===== src/rtl/csw_regs.svh =====
// register offsets, bit positions and reset values of the clock select block
`ifndef CSW_REGS_SVH
`define CSW_REGS_SVH

`define CSW_ADDR_W        12
`define CSW_SEL_OFF       12'h000
`define CSW_STAT_OFF      12'h004

`define CSW_SEL_RST       8'h00

`define CSW_LOOP_SEL_BIT  7
`define CSW_OSC_STOP_BIT  6
`define CSW_SYS_WAIT_BIT  5
`define CSW_RED_AMP_BIT   4
`define CSW_LOOP_WAIT_BIT 3
`define CSW_CORE_WAIT_BIT 2
`define CSW_TMR_WAIT_BIT  1
`define CSW_WDG_WAIT_BIT  0

`define CSW_ST_LOCK_BIT   0
`define CSW_ST_TRACK_BIT  1
`define CSW_ST_SELF_BIT   2
`define CSW_ST_AUTO_BIT   3
`define CSW_ST_HIBW_BIT   4
`define CSW_ST_MODE_LSB   5
`define CSW_ST_WDGW_BIT   7
`define CSW_ST_LOOPP_BIT  8

`define CSW_BUS_DIV       2

`endif


===== src/rtl/csw_pkg.sv =====
// types shared by the clock select block
package csw_pkg;
    typedef enum logic [1:0] {
        CSW_RUN  = 2'b00,
        CSW_WAIT = 2'b01,
        CSW_STOP = 2'b10
    } csw_mode_t;

    typedef logic [7:0] csw_byte_t;
endpackage


===== src/rtl/csw_reg_if.sv =====
// register access carrier between bus slave and core
`timescale 1ns/10ps
interface csw_reg_if;
    logic        wr_en;
    logic        rd_en;
    logic [11:0] addr;
    logic [11:0] raddr;
    logic [31:0] wdata;
    logic [31:0] rdata;

    modport slave (output wr_en, output rd_en, output addr, output raddr, output wdata,
                   input rdata);
    modport core  (input wr_en, input rd_en, input addr, input raddr, input wdata,
                   output rdata);
endinterface


===== src/rtl/csw_top.sv =====
// clock select and wait control: register, source select and low-power gating
// Function
// RL1 - ignore loop select while loop unstable
// RL2 - clear select on self-clock, stop, loop-wait
// RL3 - bus clock is selected source over two
// RL4 - stop oscillator in stop unless pseudo-stop
// RL5 - system clocks halt in wait if set
// RL6 - timer and watchdog ignore system halt bit
// RL7 - reduced oscillator amplitude in wait if set
// RL8 - loop-wait clears select, powers loop down
// RL9 - software reselects loop after wait itself
// RL10 - loop-wait forces automatic bandwidth on
// RL11 - loop keeps running in wait otherwise
// RL12 - core clock halts in wait if set
// RL13 - timer halts, reinitialises on wait entry
// RL14 - watchdog halts, reinitialises on wait entry
// RL15 - watchdog bit write-once outside special modes
// RL16 - read anytime, write acceptance per bit
// RL17 - lock forced low in self-clock mode
// RL18 - track forced low in self-clock mode
// RL19 - bandwidth automatic, else software acquisition bit
// RL20 - register resets to all zeros
`timescale 1ns/10ps
`include "csw_regs.svh"
module csw_top (
    // clock and reset
    input  wire logic        hclk,
    input  wire logic        hresetn,
    // ahb-lite
    input  wire logic        hsel,
    input  wire logic [31:0] haddr,
    input  wire logic [1:0]  htrans,
    input  wire logic        hwrite,
    input  wire logic [2:0]  hsize,
    input  wire logic        hready,
    input  wire logic [31:0] hwdata,
    output logic [31:0]      hrdata,
    output logic             hreadyout,
    output logic             hresp,
    // loop status and special mode pins
    input  wire logic        loop_lock,
    input  wire logic        loop_track,
    input  wire logic        special_mode,
    // same-domain controls
    input  wire logic        self_clock_status,
    input  wire logic        wait_enter,
    input  wire logic        wait_exit,
    input  wire logic        stop_enter,
    input  wire logic        stop_exit,
    input  wire logic        loop_power_on,
    input  wire logic        auto_bw_sw,
    input  wire logic        acq_sw,
    input  wire logic        oscillator_clock_tick,
    input  wire logic        loop_clock_tick,
    // clock outputs
    output logic             loop_clock_select,
    output logic             bus_clock_en,
    output logic             system_clock_run,
    output logic             core_clock_run,
    output logic             timer_run,
    output logic             timer_reinit,
    output logic             watchdog_run,
    output logic             watchdog_reinit,
    // analog controls
    output logic             osc_enable,
    output logic             osc_reduced_amp,
    output logic             loop_powered,
    output logic             auto_bw_eff,
    output logic             loop_high_bw
);
    csw_reg_if rif ();

    csw_ahb_slave u_bus (
        .hclk      (hclk),
        .hresetn   (hresetn),
        .hsel      (hsel),
        .haddr     (haddr),
        .htrans    (htrans),
        .hwrite    (hwrite),
        .hsize     (hsize),
        .hready    (hready),
        .hwdata    (hwdata),
        .hrdata    (hrdata),
        .hreadyout (hreadyout),
        .hresp     (hresp),
        .rif       (rif)
    );

    // pin synchronisers
    logic [2:0] sync1_q;
    logic [2:0] sync2_q;
    always_ff @(posedge hclk or negedge hresetn) begin
        if (!hresetn) begin
            sync1_q <= 3'h0;
            sync2_q <= 3'h0;
        end else begin
            sync1_q <= {special_mode, loop_track, loop_lock};
            sync2_q <= sync1_q;
        end
    end

    wire lock_eff  = sync2_q[0] && !self_clock_status; // RL17
    wire track_eff = sync2_q[1] && !self_clock_status; // RL18
    wire special   = sync2_q[2];

    // register state
    csw_pkg::csw_byte_t sel_q;
    csw_pkg::csw_byte_t sel_d;
    logic               wdg_written_q;
    logic               self_q;
    csw_pkg::csw_mode_t mode_q;
    csw_pkg::csw_mode_t mode_d;

    wire sel_wr   = rif.wr_en && (rif.addr == `CSW_SEL_OFF);
    wire [7:0] wb = rif.wdata[7:0];

    wire loop_wait_bit = sel_q[`CSW_LOOP_WAIT_BIT];
    assign auto_bw_eff = auto_bw_sw || loop_wait_bit; // RL10
    assign loop_high_bw = auto_bw_eff ? !track_eff : acq_sw; // RL19

    wire loop_unstable = auto_bw_eff ? !lock_eff : !track_eff; // RL1
    wire self_enter    = self_clock_status && !self_q;
    wire wait_in       = wait_enter && (mode_q == csw_pkg::CSW_RUN);
    wire stop_in       = stop_enter && (mode_q == csw_pkg::CSW_RUN);
    wire sel_clear     = self_enter || stop_in || (wait_in && loop_wait_bit); // RL2 RL8
    wire wdg_wr_ok     = special || !wdg_written_q; // RL15

    // per-bit write acceptance, hardware clear over software
    always_comb begin
        sel_d = sel_q;
        if (sel_wr) begin
            sel_d[`CSW_OSC_STOP_BIT:`CSW_TMR_WAIT_BIT] =
                wb[`CSW_OSC_STOP_BIT:`CSW_TMR_WAIT_BIT]; // RL16
            if (wdg_wr_ok) begin
                sel_d[`CSW_WDG_WAIT_BIT] = wb[`CSW_WDG_WAIT_BIT]; // RL15
            end
            if (!(wb[`CSW_LOOP_SEL_BIT] && loop_unstable)) begin
                sel_d[`CSW_LOOP_SEL_BIT] = wb[`CSW_LOOP_SEL_BIT]; // RL1
            end
        end
        if (sel_clear) begin
            sel_d[`CSW_LOOP_SEL_BIT] = 1'b0; // RL2
        end
    end

    always_ff @(posedge hclk or negedge hresetn) begin
        if (!hresetn) begin
            sel_q         <= `CSW_SEL_RST; // RL20
            wdg_written_q <= 1'b0;
            self_q        <= 1'b0;
        end else begin
            sel_q         <= sel_d;
            wdg_written_q <= wdg_written_q || sel_wr;
            self_q        <= self_clock_status;
        end
    end

    // power mode tracking
    always_comb begin
        mode_d = mode_q;
        unique case (mode_q)
            csw_pkg::CSW_RUN: begin
                if (stop_enter) begin
                    mode_d = csw_pkg::CSW_STOP;
                end else if (wait_enter) begin
                    mode_d = csw_pkg::CSW_WAIT;
                end
            end
            csw_pkg::CSW_WAIT: begin
                if (wait_exit) begin
                    mode_d = csw_pkg::CSW_RUN;
                end
            end
            csw_pkg::CSW_STOP: begin
                if (stop_exit) begin
                    mode_d = csw_pkg::CSW_RUN;
                end
            end
            default: begin
                mode_d = csw_pkg::CSW_RUN;
            end
        endcase
    end

    always_ff @(posedge hclk or negedge hresetn) begin
        if (!hresetn) begin
            mode_q <= csw_pkg::CSW_RUN;
        end else begin
            mode_q <= mode_d;
        end
    end

    wire in_wait = (mode_q == csw_pkg::CSW_WAIT);
    wire in_stop = (mode_q == csw_pkg::CSW_STOP);

    // source select and bus clock divider
    assign loop_clock_select = sel_q[`CSW_LOOP_SEL_BIT];
    wire src_tick = loop_clock_select ? loop_clock_tick : oscillator_clock_tick; // RL3
    logic bus_pulse;
    csw_clk_div #(
        .DIV (`CSW_BUS_DIV)
    ) u_bus_div (
        .hclk    (hclk),
        .hresetn (hresetn),
        .clr     (sel_clear),
        .tick    (src_tick),
        .pulse   (bus_pulse)
    );

    // wait and stop gating
    assign system_clock_run = !in_stop && !(in_wait && sel_q[`CSW_SYS_WAIT_BIT]); // RL5
    assign bus_clock_en     = bus_pulse && system_clock_run; // RL3
    assign core_clock_run   = !in_stop && !(in_wait && sel_q[`CSW_CORE_WAIT_BIT]); // RL12
    assign timer_run        = !in_stop && !(in_wait && sel_q[`CSW_TMR_WAIT_BIT]); // RL13 RL6
    assign watchdog_run     = !in_stop && !(in_wait && sel_q[`CSW_WDG_WAIT_BIT]); // RL14 RL6
    assign timer_reinit     = wait_in && sel_q[`CSW_TMR_WAIT_BIT]; // RL13
    assign watchdog_reinit  = wait_in && sel_q[`CSW_WDG_WAIT_BIT]; // RL14
    assign osc_enable       = !(in_stop && !sel_q[`CSW_OSC_STOP_BIT]); // RL4
    assign osc_reduced_amp  = (in_stop && sel_q[`CSW_OSC_STOP_BIT])
                            || (in_wait && sel_q[`CSW_RED_AMP_BIT]); // RL4 RL7
    assign loop_powered     = (loop_power_on || self_clock_status)
                            && !(in_wait && loop_wait_bit) && !in_stop; // RL8 RL11

    // read mux, readable at any time
    logic [31:0] stat_word;
    always_comb begin
        stat_word = 32'h0000_0000;
        stat_word[`CSW_ST_LOCK_BIT]  = lock_eff;
        stat_word[`CSW_ST_TRACK_BIT] = track_eff;
        stat_word[`CSW_ST_SELF_BIT]  = self_clock_status;
        stat_word[`CSW_ST_AUTO_BIT]  = auto_bw_eff;
        stat_word[`CSW_ST_HIBW_BIT]  = loop_high_bw;
        stat_word[`CSW_ST_MODE_LSB +: $bits(csw_pkg::csw_mode_t)] = mode_q;
        stat_word[`CSW_ST_WDGW_BIT]  = wdg_written_q;
        stat_word[`CSW_ST_LOOPP_BIT] = loop_powered;
    end

    // read decode, shows a write still in its data phase
    wire hit_sel  = rif.rd_en && (rif.raddr == `CSW_SEL_OFF);
    wire hit_stat = rif.rd_en && (rif.raddr == `CSW_STAT_OFF);
    assign rif.rdata = hit_sel  ? {24'h000000, sel_d} : // RL16
                       hit_stat ? stat_word : 32'h0000_0000;
endmodule


===== src/rtl/csw_clk_div.sv =====
// enable divider: one output pulse every DIV input ticks
`timescale 1ns/10ps
module csw_clk_div #(
    parameter int DIV = 2
) (
    // clock and reset
    input  wire logic hclk,
    input  wire logic hresetn,
    // ticks
    input  wire logic clr,
    input  wire logic tick,
    output logic      pulse
);
    localparam int CW = (DIV > 1) ? $clog2(DIV) : 1;
    localparam logic [CW-1:0] LAST = CW'(DIV - 1);

    logic [CW-1:0] cnt_q;
    logic [CW-1:0] cnt_d;
    wire           wrap = tick && (cnt_q == LAST);

    assign cnt_d = clr ? '0 : (wrap ? '0 : (tick ? cnt_q + CW'(1) : cnt_q));
    assign pulse = wrap && !clr;

    always_ff @(posedge hclk or negedge hresetn) begin
        if (!hresetn) begin
            cnt_q <= '0;
        end else begin
            cnt_q <= cnt_d;
        end
    end
endmodule


===== src/rtl/csw_ahb_slave.sv =====
// ahb-lite slave front end, zero wait states, always okay
`timescale 1ns/10ps
module csw_ahb_slave (
    // clock and reset
    input  wire logic        hclk,
    input  wire logic        hresetn,
    // ahb-lite
    input  wire logic        hsel,
    input  wire logic [31:0] haddr,
    input  wire logic [1:0]  htrans,
    input  wire logic        hwrite,
    input  wire logic [2:0]  hsize,
    input  wire logic        hready,
    input  wire logic [31:0] hwdata,
    output logic [31:0]      hrdata,
    output logic             hreadyout,
    output logic             hresp,
    // core side
    csw_reg_if.slave         rif
);
    logic        wr_pend_q;
    logic [11:0] addr_q;
    logic [31:0] hrdata_q;

    wire take   = hsel && hready && htrans[1];
    wire word   = (hsize == 3'h2) && (haddr[1:0] == 2'h0);
    wire take_w = take && hwrite && word;
    wire take_r = take && !hwrite;

    assign rif.wr_en = wr_pend_q;
    assign rif.addr  = addr_q;
    assign rif.raddr = haddr[11:0];
    assign rif.rd_en = take_r;
    assign rif.wdata = hwdata;
    assign hrdata    = hrdata_q;
    assign hreadyout = 1'b1;
    assign hresp     = 1'b0;

    always_ff @(posedge hclk or negedge hresetn) begin
        if (!hresetn) begin
            wr_pend_q <= 1'b0;
            addr_q    <= 12'h000;
        end else begin
            wr_pend_q <= take_w;
            addr_q    <= take ? haddr[11:0] : addr_q;
        end
    end

    always_ff @(posedge hclk or negedge hresetn) begin
        if (!hresetn) begin
            hrdata_q <= 32'h0000_0000;
        end else if (take_r) begin
            hrdata_q <= rif.rdata;
        end
    end
endmodule


===== config.mk =====
export PLATFORM = sky130hd
export DESIGN_NAME = csw_top
export DESIGN_NICKNAME = d
export VERILOG_FILES = /design/src/rtl/csw_pkg.sv /design/src/rtl/csw_reg_if.sv /design/src/rtl/csw_top.sv /design/src/rtl/csw_clk_div.sv /design/src/rtl/csw_ahb_slave.sv
export VERILOG_INCLUDE_DIRS = /design/src /design/src/rtl
export SDC_FILE = /design/constraint.sdc
export NUM_CORES = 1
export LEC_CHECK = 0
export ABC_AREA = 0
export BUFFER_PORTS_ARGS = -buffer_cell sky130_fd_sc_hd__buf_2
export CAP_MARGIN = 20
export CORE_ASPECT_RATIO = 0.8
export CORE_MARGIN = 5
export CORE_UTILIZATION = 45
export CTS_CLUSTER_DIAMETER = 30
export DETAILED_ROUTE_END_ITERATION = 8
export GPL_TIMING_DRIVEN = 0
export PLACE_DENSITY = 0.85
export REMOVE_ABC_BUFFERS = 1
export SKIP_LAST_GASP = 1
export SLEW_MARGIN = 10
export SYNTH_ARGS = -nofsm -noshare
export SYNTH_HDL_FRONTEND = slang
export SYNTH_SLANG_ARGS = --single-unit

===== constraint.sdc =====
create_clock -name hclk -period 2.95 [get_ports hclk]
set_input_delay 0.295 -clock hclk [delete_from_list [all_inputs] [get_ports hclk]]
set_output_delay 0.295 -clock hclk [all_outputs]
set_load 0.02 [all_outputs]

After elaboration in Yosys (flattened, before gate mapping)
Cells that the tools add are included.
{"block": "totals", "output_inout_bits": 47, "elab_cells": 98, "reg_bits": 64, "input_bits": 87}
{"block": "op_classes", "eq_ne": 7, "mux": 17, "n_reduce_logical": 63, "n_addsub": 1}
{"cell": "$logic_and A1 B1 Y1", "n": 35}
{"cell": "$logic_not A12 Y1", "n": 2}
{"cell": "$mux W9", "n": 2}
{"cell": "$logic_not A1 Y1", "n": 15}
{"cell": "$eq A12 B3 Y1 const B", "n": 1}
{"cell": "$mux W1", "n": 9}
{"cell": "$mux W2", "n": 4}
{"cell": "$mux W8", "n": 1}
{"cell": "$logic_or A1 B1 Y1", "n": 7}
{"cell": "$pmux W2 S3", "n": 1}
{"cell": "$logic_not A2 Y1", "n": 2}
{"cell": "$ne A2 B2 Y1 const B", "n": 2}
{"cell": "$eq A3 B2 Y1 const B", "n": 1}
{"cell": "$ne A3 B3 Y1 const B", "n": 1}
{"cell": "$reduce_and A3 Y1", "n": 1}
{"cell": "$reduce_bool A3 Y1", "n": 1}
{"cell": "$eq A2 B1 Y1 const B", "n": 1}
{"cell": "$eq A2 B2 Y1 const B", "n": 1}
{"cell": "$add A1 B1 Y1 const B", "n": 1}

Logic depth before layout (Yosys ltp)
{"block": "depth", "ltp_word": 9, "mapped_depth": 6, "depth_no_buf": 6}

Cells and area by module
From an unflattened synthesis, not the netlist that was laid out.
{"block": "unflattened", "cells_unflattened": 242, "area_unflattened_um2": 3195.6}
{"mod": "csw_ahb_slave", "n_inst": 1, "seq_area_each_um2": 1126.1, "area_per_inst_um2": 2177.1, "cells_per_inst": 146}
{"mod": "csw_top", "n_inst": 1, "seq_area_each_um2": 450.4, "area_per_inst_um2": 973.4, "cells_per_inst": 91}
{"mod": "csw_clk_div", "n_inst": 1, "seq_area_each_um2": 25.0, "area_per_inst_um2": 45.0, "cells_per_inst": 5}

Worst setup path after synthesis
Ideal clock, no wire load.
{"block": "synth_path", "kind": "reg-to-reg", "startpoint": "register u_bus.addr_q[7] (netlist: u_bus.rif.addr[7])", "endpoint": "register u_bus.hrdata_q[0] (netlist: u_bus.hrdata[0])", "synth_period_minus_slack_ps": 1819, "path_buffers": 0, "setup_slack_ps": 1131, "arrival_time_ps": 1693, "setup_time_ps": 126, "stages_incl_launch_ff": 6, "t_required_ps": 2824, "path_cell_list": "dfrtp_1 -> nor4_4 -> nand4_4 -> a21oi_2 -> mux2_1 -> a221o_1"}
{"block": "synth_via", "elab_chain_cells": 4}
{"item": "start: declaration", "line": "csw_ahb_slave.sv:22", "source": "logic [11:0] addr_q;"}
{"item": "start signal: assignment", "line": "csw_ahb_slave.sv:45", "source": "addr_q <= take ? haddr[11:0] : addr_q;"}
{"item": "$logic_not A12 Y1 (no line)"}
{"item": "$logic_and A1 B1 Y1", "line": "csw_top.sv:114", "source": "wire sel_wr = rif.wr_en && (rif.addr == `CSW_SEL_OFF);"}
{"item": "$mux W8", "line": "csw_top.sv:131", "source": "if (sel_wr) begin"}
{"item": "via sel_d[0]", "line": "csw_top.sv:108", "source": "csw_pkg::csw_byte_t sel_d;"}
{"item": "$mux W9", "line": "csw_top.sv:241", "source": "assign rif.rdata = hit_sel ? {24'h000000, sel_d} :"}
{"item": "end signal: assignment", "line": "csw_ahb_slave.sv:53", "source": "hrdata_q <= rif.rdata;"}
{"item": "end: declaration", "line": "csw_ahb_slave.sv:23", "source": "logic [31:0] hrdata_q;"}
The timed path passes the listed nets, and every way through them passes these cells.
A chain may end at the register's enable or synchronous reset.

Worst setup path after layout
Ends and elaborated chain as after synthesis.

==> impl_results.md <==
- Setup_tns: 0 ns
- Fin crit share: 67.3%
- Dominant cell type by area after synthesis: dfrtp_1
- Arr. time, crit path: 2.15 ns
- Num CTS Buffers: 5
- Dpl hpwl: 3310 µm
- Clk root buf: clkbuf_8
- WS Path Type: reg2reg
- Initial antenna violation count: 0
- Netlist Area Pre-Place: 2010 µm²
- Skew final: 0.00822 ns
- Most frequent cells after synthesis: dfrtp_1, buf_4, mux2_2, nor2_1, nand2_1
- Sw Share: 30.8%
- Synthesis-to-finish area growth: 18.2%
- Area share of the largest cell type after synthesis: 51.0%
- Fmax: 504 MHz
- Clk_lat worst skew: 0.29 ns
- First-pass GRT wire length: 7210 µm
- Die height: 69.8 µm
- Initial Utilization: 47.2%
- Via/cell ratio: 4.77
- P_int: 940 µW
- GRT Util Overall: 15.3%
- GPL Wtd Cong: 0.857
- Hold violation count in the final report: 0
- Worst-path fanout max: 10
- Crit. End Element: register
- Routed length per instance: 14.4 µm
- Maxcap violations: 0
- Cell Pwr Density: 572 nW/µm²
- Max clock buf depth: 2
- Setup violations, final: 0
- Largest net degree at the start of global routing: 42
- Worst rel slew slack: 38.8%
- Required @ worst endpoint: 3.12 ns
- Synth top area cells: dfrtp_1, mux2_2, buf_4
- NumNets Final: 328
- Die Width: 84.7 µm
- Total gr overflow: 0
- Core area: 4260 µm²
- Clock sink count: 41
- Fin. max-slew vios: 0
- Flops & latches, synth: 41
- FFs w/ async S/R, synth: 100%
- Vias after detailed routing: 1426
- Clk slew on worst S/H paths: 0.07 ns
- Diodes inserted: 0
- RSZ-0062 raised after global routing: no
- Status: finished, final reports clean
- Clk pwr share: 29.2%
- DR DRC count: 0
- CP Launch Type: register
- Htree depth: 2
- Vias in the first global route: 1473
- Post-CTS Resized: 0
- Yosys cell types: 37
- # IOs: 134
- Drt pass-1 iters: 4
- IO buf count: 63
- Worst slew pin tran: 0.918 ns
- Syn Inst Count: 178
- Post-CTS Setup Bufs: 0
- Leak Pwr: 1.21 nW
- Layout cells sized above 1: 39.7%
- Dominant synthesized flop cell: dfrtp_1
- Worst hold slack: 0.113 ns
- Number of warnings issued by yosys: 0
- Count leader, synth: dfrtp_1
- Post-synth EDFFs: 0
- Max IR drop VDD: 0.000294 V
- Row count: 21
- DIE AREA: 5910 µm²
- Post-CTS Hold Fix Bufs: 0
- Comb pwr share: 22.0%
- Drt total wl: 4300 µm
- Post-synthesis sequential area ratio: 51.0%
- Routed Antenna Nets: 0
- Reg power frac: 48.8%
- P_sw: 419 µW
- Mean Syn Cell Area: 11.3 µm²
- Detailed Route Iter0 Violations: 87
- Tmin final: 1.98 ns
- Hold WC Path Type: in2reg
- CTS tree: yes
## flip-flops by register name (all words and copies together) (netlist names)
register	cells
u_bus.rif.addr	12
u_bus.hrdata	9
sel_q	8
sync1_q	3
sync2_q	3
mode_q	2
self_q	1
u_bus.rif.wr_en	1
u_bus_div.cnt_q	1
wdg_written_q	1
## cell type report
type / count / area, µm²
clock buffer: 7 / 96.3
clock inverter: 1 / 5.00
fill: 380 / 1880
inverter: 4 / 15.0
multi-input combinational: 126 / 847
sequential: 41 / 1030
tap: 57 / 71.3
timing repair buffer: 63 / 315
## critical path: stages, from the launching register on
cell and delay [ns]:
dfrtp_1 0.41, nor4_4 0.33, nand4_4 0.26, a21oi_2 0.18, mux2_1 0.35, a221o_1 0.33
## stage by stage
step | util (%) | std cells | setup slack (ns) | total power, mW | area [µm²]
3_5_place_dp | 53.4 | 291 | 0.814 | 0.972 | 2270
3_3_place_gp | 53.4 | 291 | 0.817 | 0.962 | 2270
2_1_floorplan | - | 171 | 1.13 | 0.861 | 1890
6_report | 55.8 | 299 | 0.965 | 1.36 | 2380
5_1_grt | 55.8 | 299 | 0.863 | 1.44 | 2380
4_1_cts | 55.8 | 299 | 0.956 | 1.38 | 2380
## cells by family (layout without fill, tap and decap cells)
logic type             after synthesis  after routing  share of synthesized area, %
buffers and inverters               34             75                          11.1
AOI/OAI and AO/OA                   26             26                          8.34
and+or+nand+nor                     50             50                          15.1
other                                2             25                         0.374
muxes                               25             25                          14.1
DFF                                 41             41                          51.0
## power groups by stage
stage | Combinational (mW) | Sequential, mW | Clock, mW
5_1_grt | 0.327 | 0.672 | 0.435
6_report | 0.299 | 0.663 | 0.397
2_1_floorplan | 0.198 | 0.662 | 0
3_5_place_dp | 0.297 | 0.674 | 0
4_1_cts | 0.299 | 0.663 | 0.414
3_3_place_gp | 0.291 | 0.671 | 0
## path summary, 6_finish.rpt
check	from	end	slack, ns	cells past startpoint
worst max register to register	u_bus.rif.addr[7]$_DFFE_PN0N_	u_bus.hrdata[0]$_DFFE_PN0P_	0.97	5
max in group asynchronous	hresetn	sync1_q[2]$_DFF_PN0_	2.24	1
worst min register to register	sync1_q[0]$_DFF_PN0_	sync2_q[0]$_DFF_PN0_	0.34	0
worst min-delay path	loop_lock	sync1_q[0]$_DFF_PN0_	0.11	1
min in group asynchronous	hresetn	u_bus.hrdata[8]$_DFFE_PN0P_	0.13	1
worst max-delay path	u_bus.rif.addr[7]$_DFFE_PN0N_	u_bus.hrdata[0]$_DFFE_PN0P_	0.97	5
## metal layers
| metal | part of all wire (%) | global-route usage (%) |
|---|---|---|
| met1 | 42 | 19.1 |
| met2 | 47 | 24.9 |
| met3 | 10 | 5.11 |
| met4 | 1.1 | 4.75 |
| met5 | 0 | 0 |
## layout by cell type (no fill, tap or decap), drive strengths merged, types with 4 or more instances in the layout
| master | count |
|---|---|
| mux2 | 20 |
| nor2b | 5 |
| a21oi | 9 |
| clkbuf | 7 |
| conb | 25 |
| nor2 | 13 |
| mux2i | 5 |
| o21ai | 7 |
| buf | 63 |
| dfrtp | 41 |
| inv | 4 |
| nor4 | 5 |
| nand2 | 12 |
No activity file was read; power rests on OpenSTA's default activity.
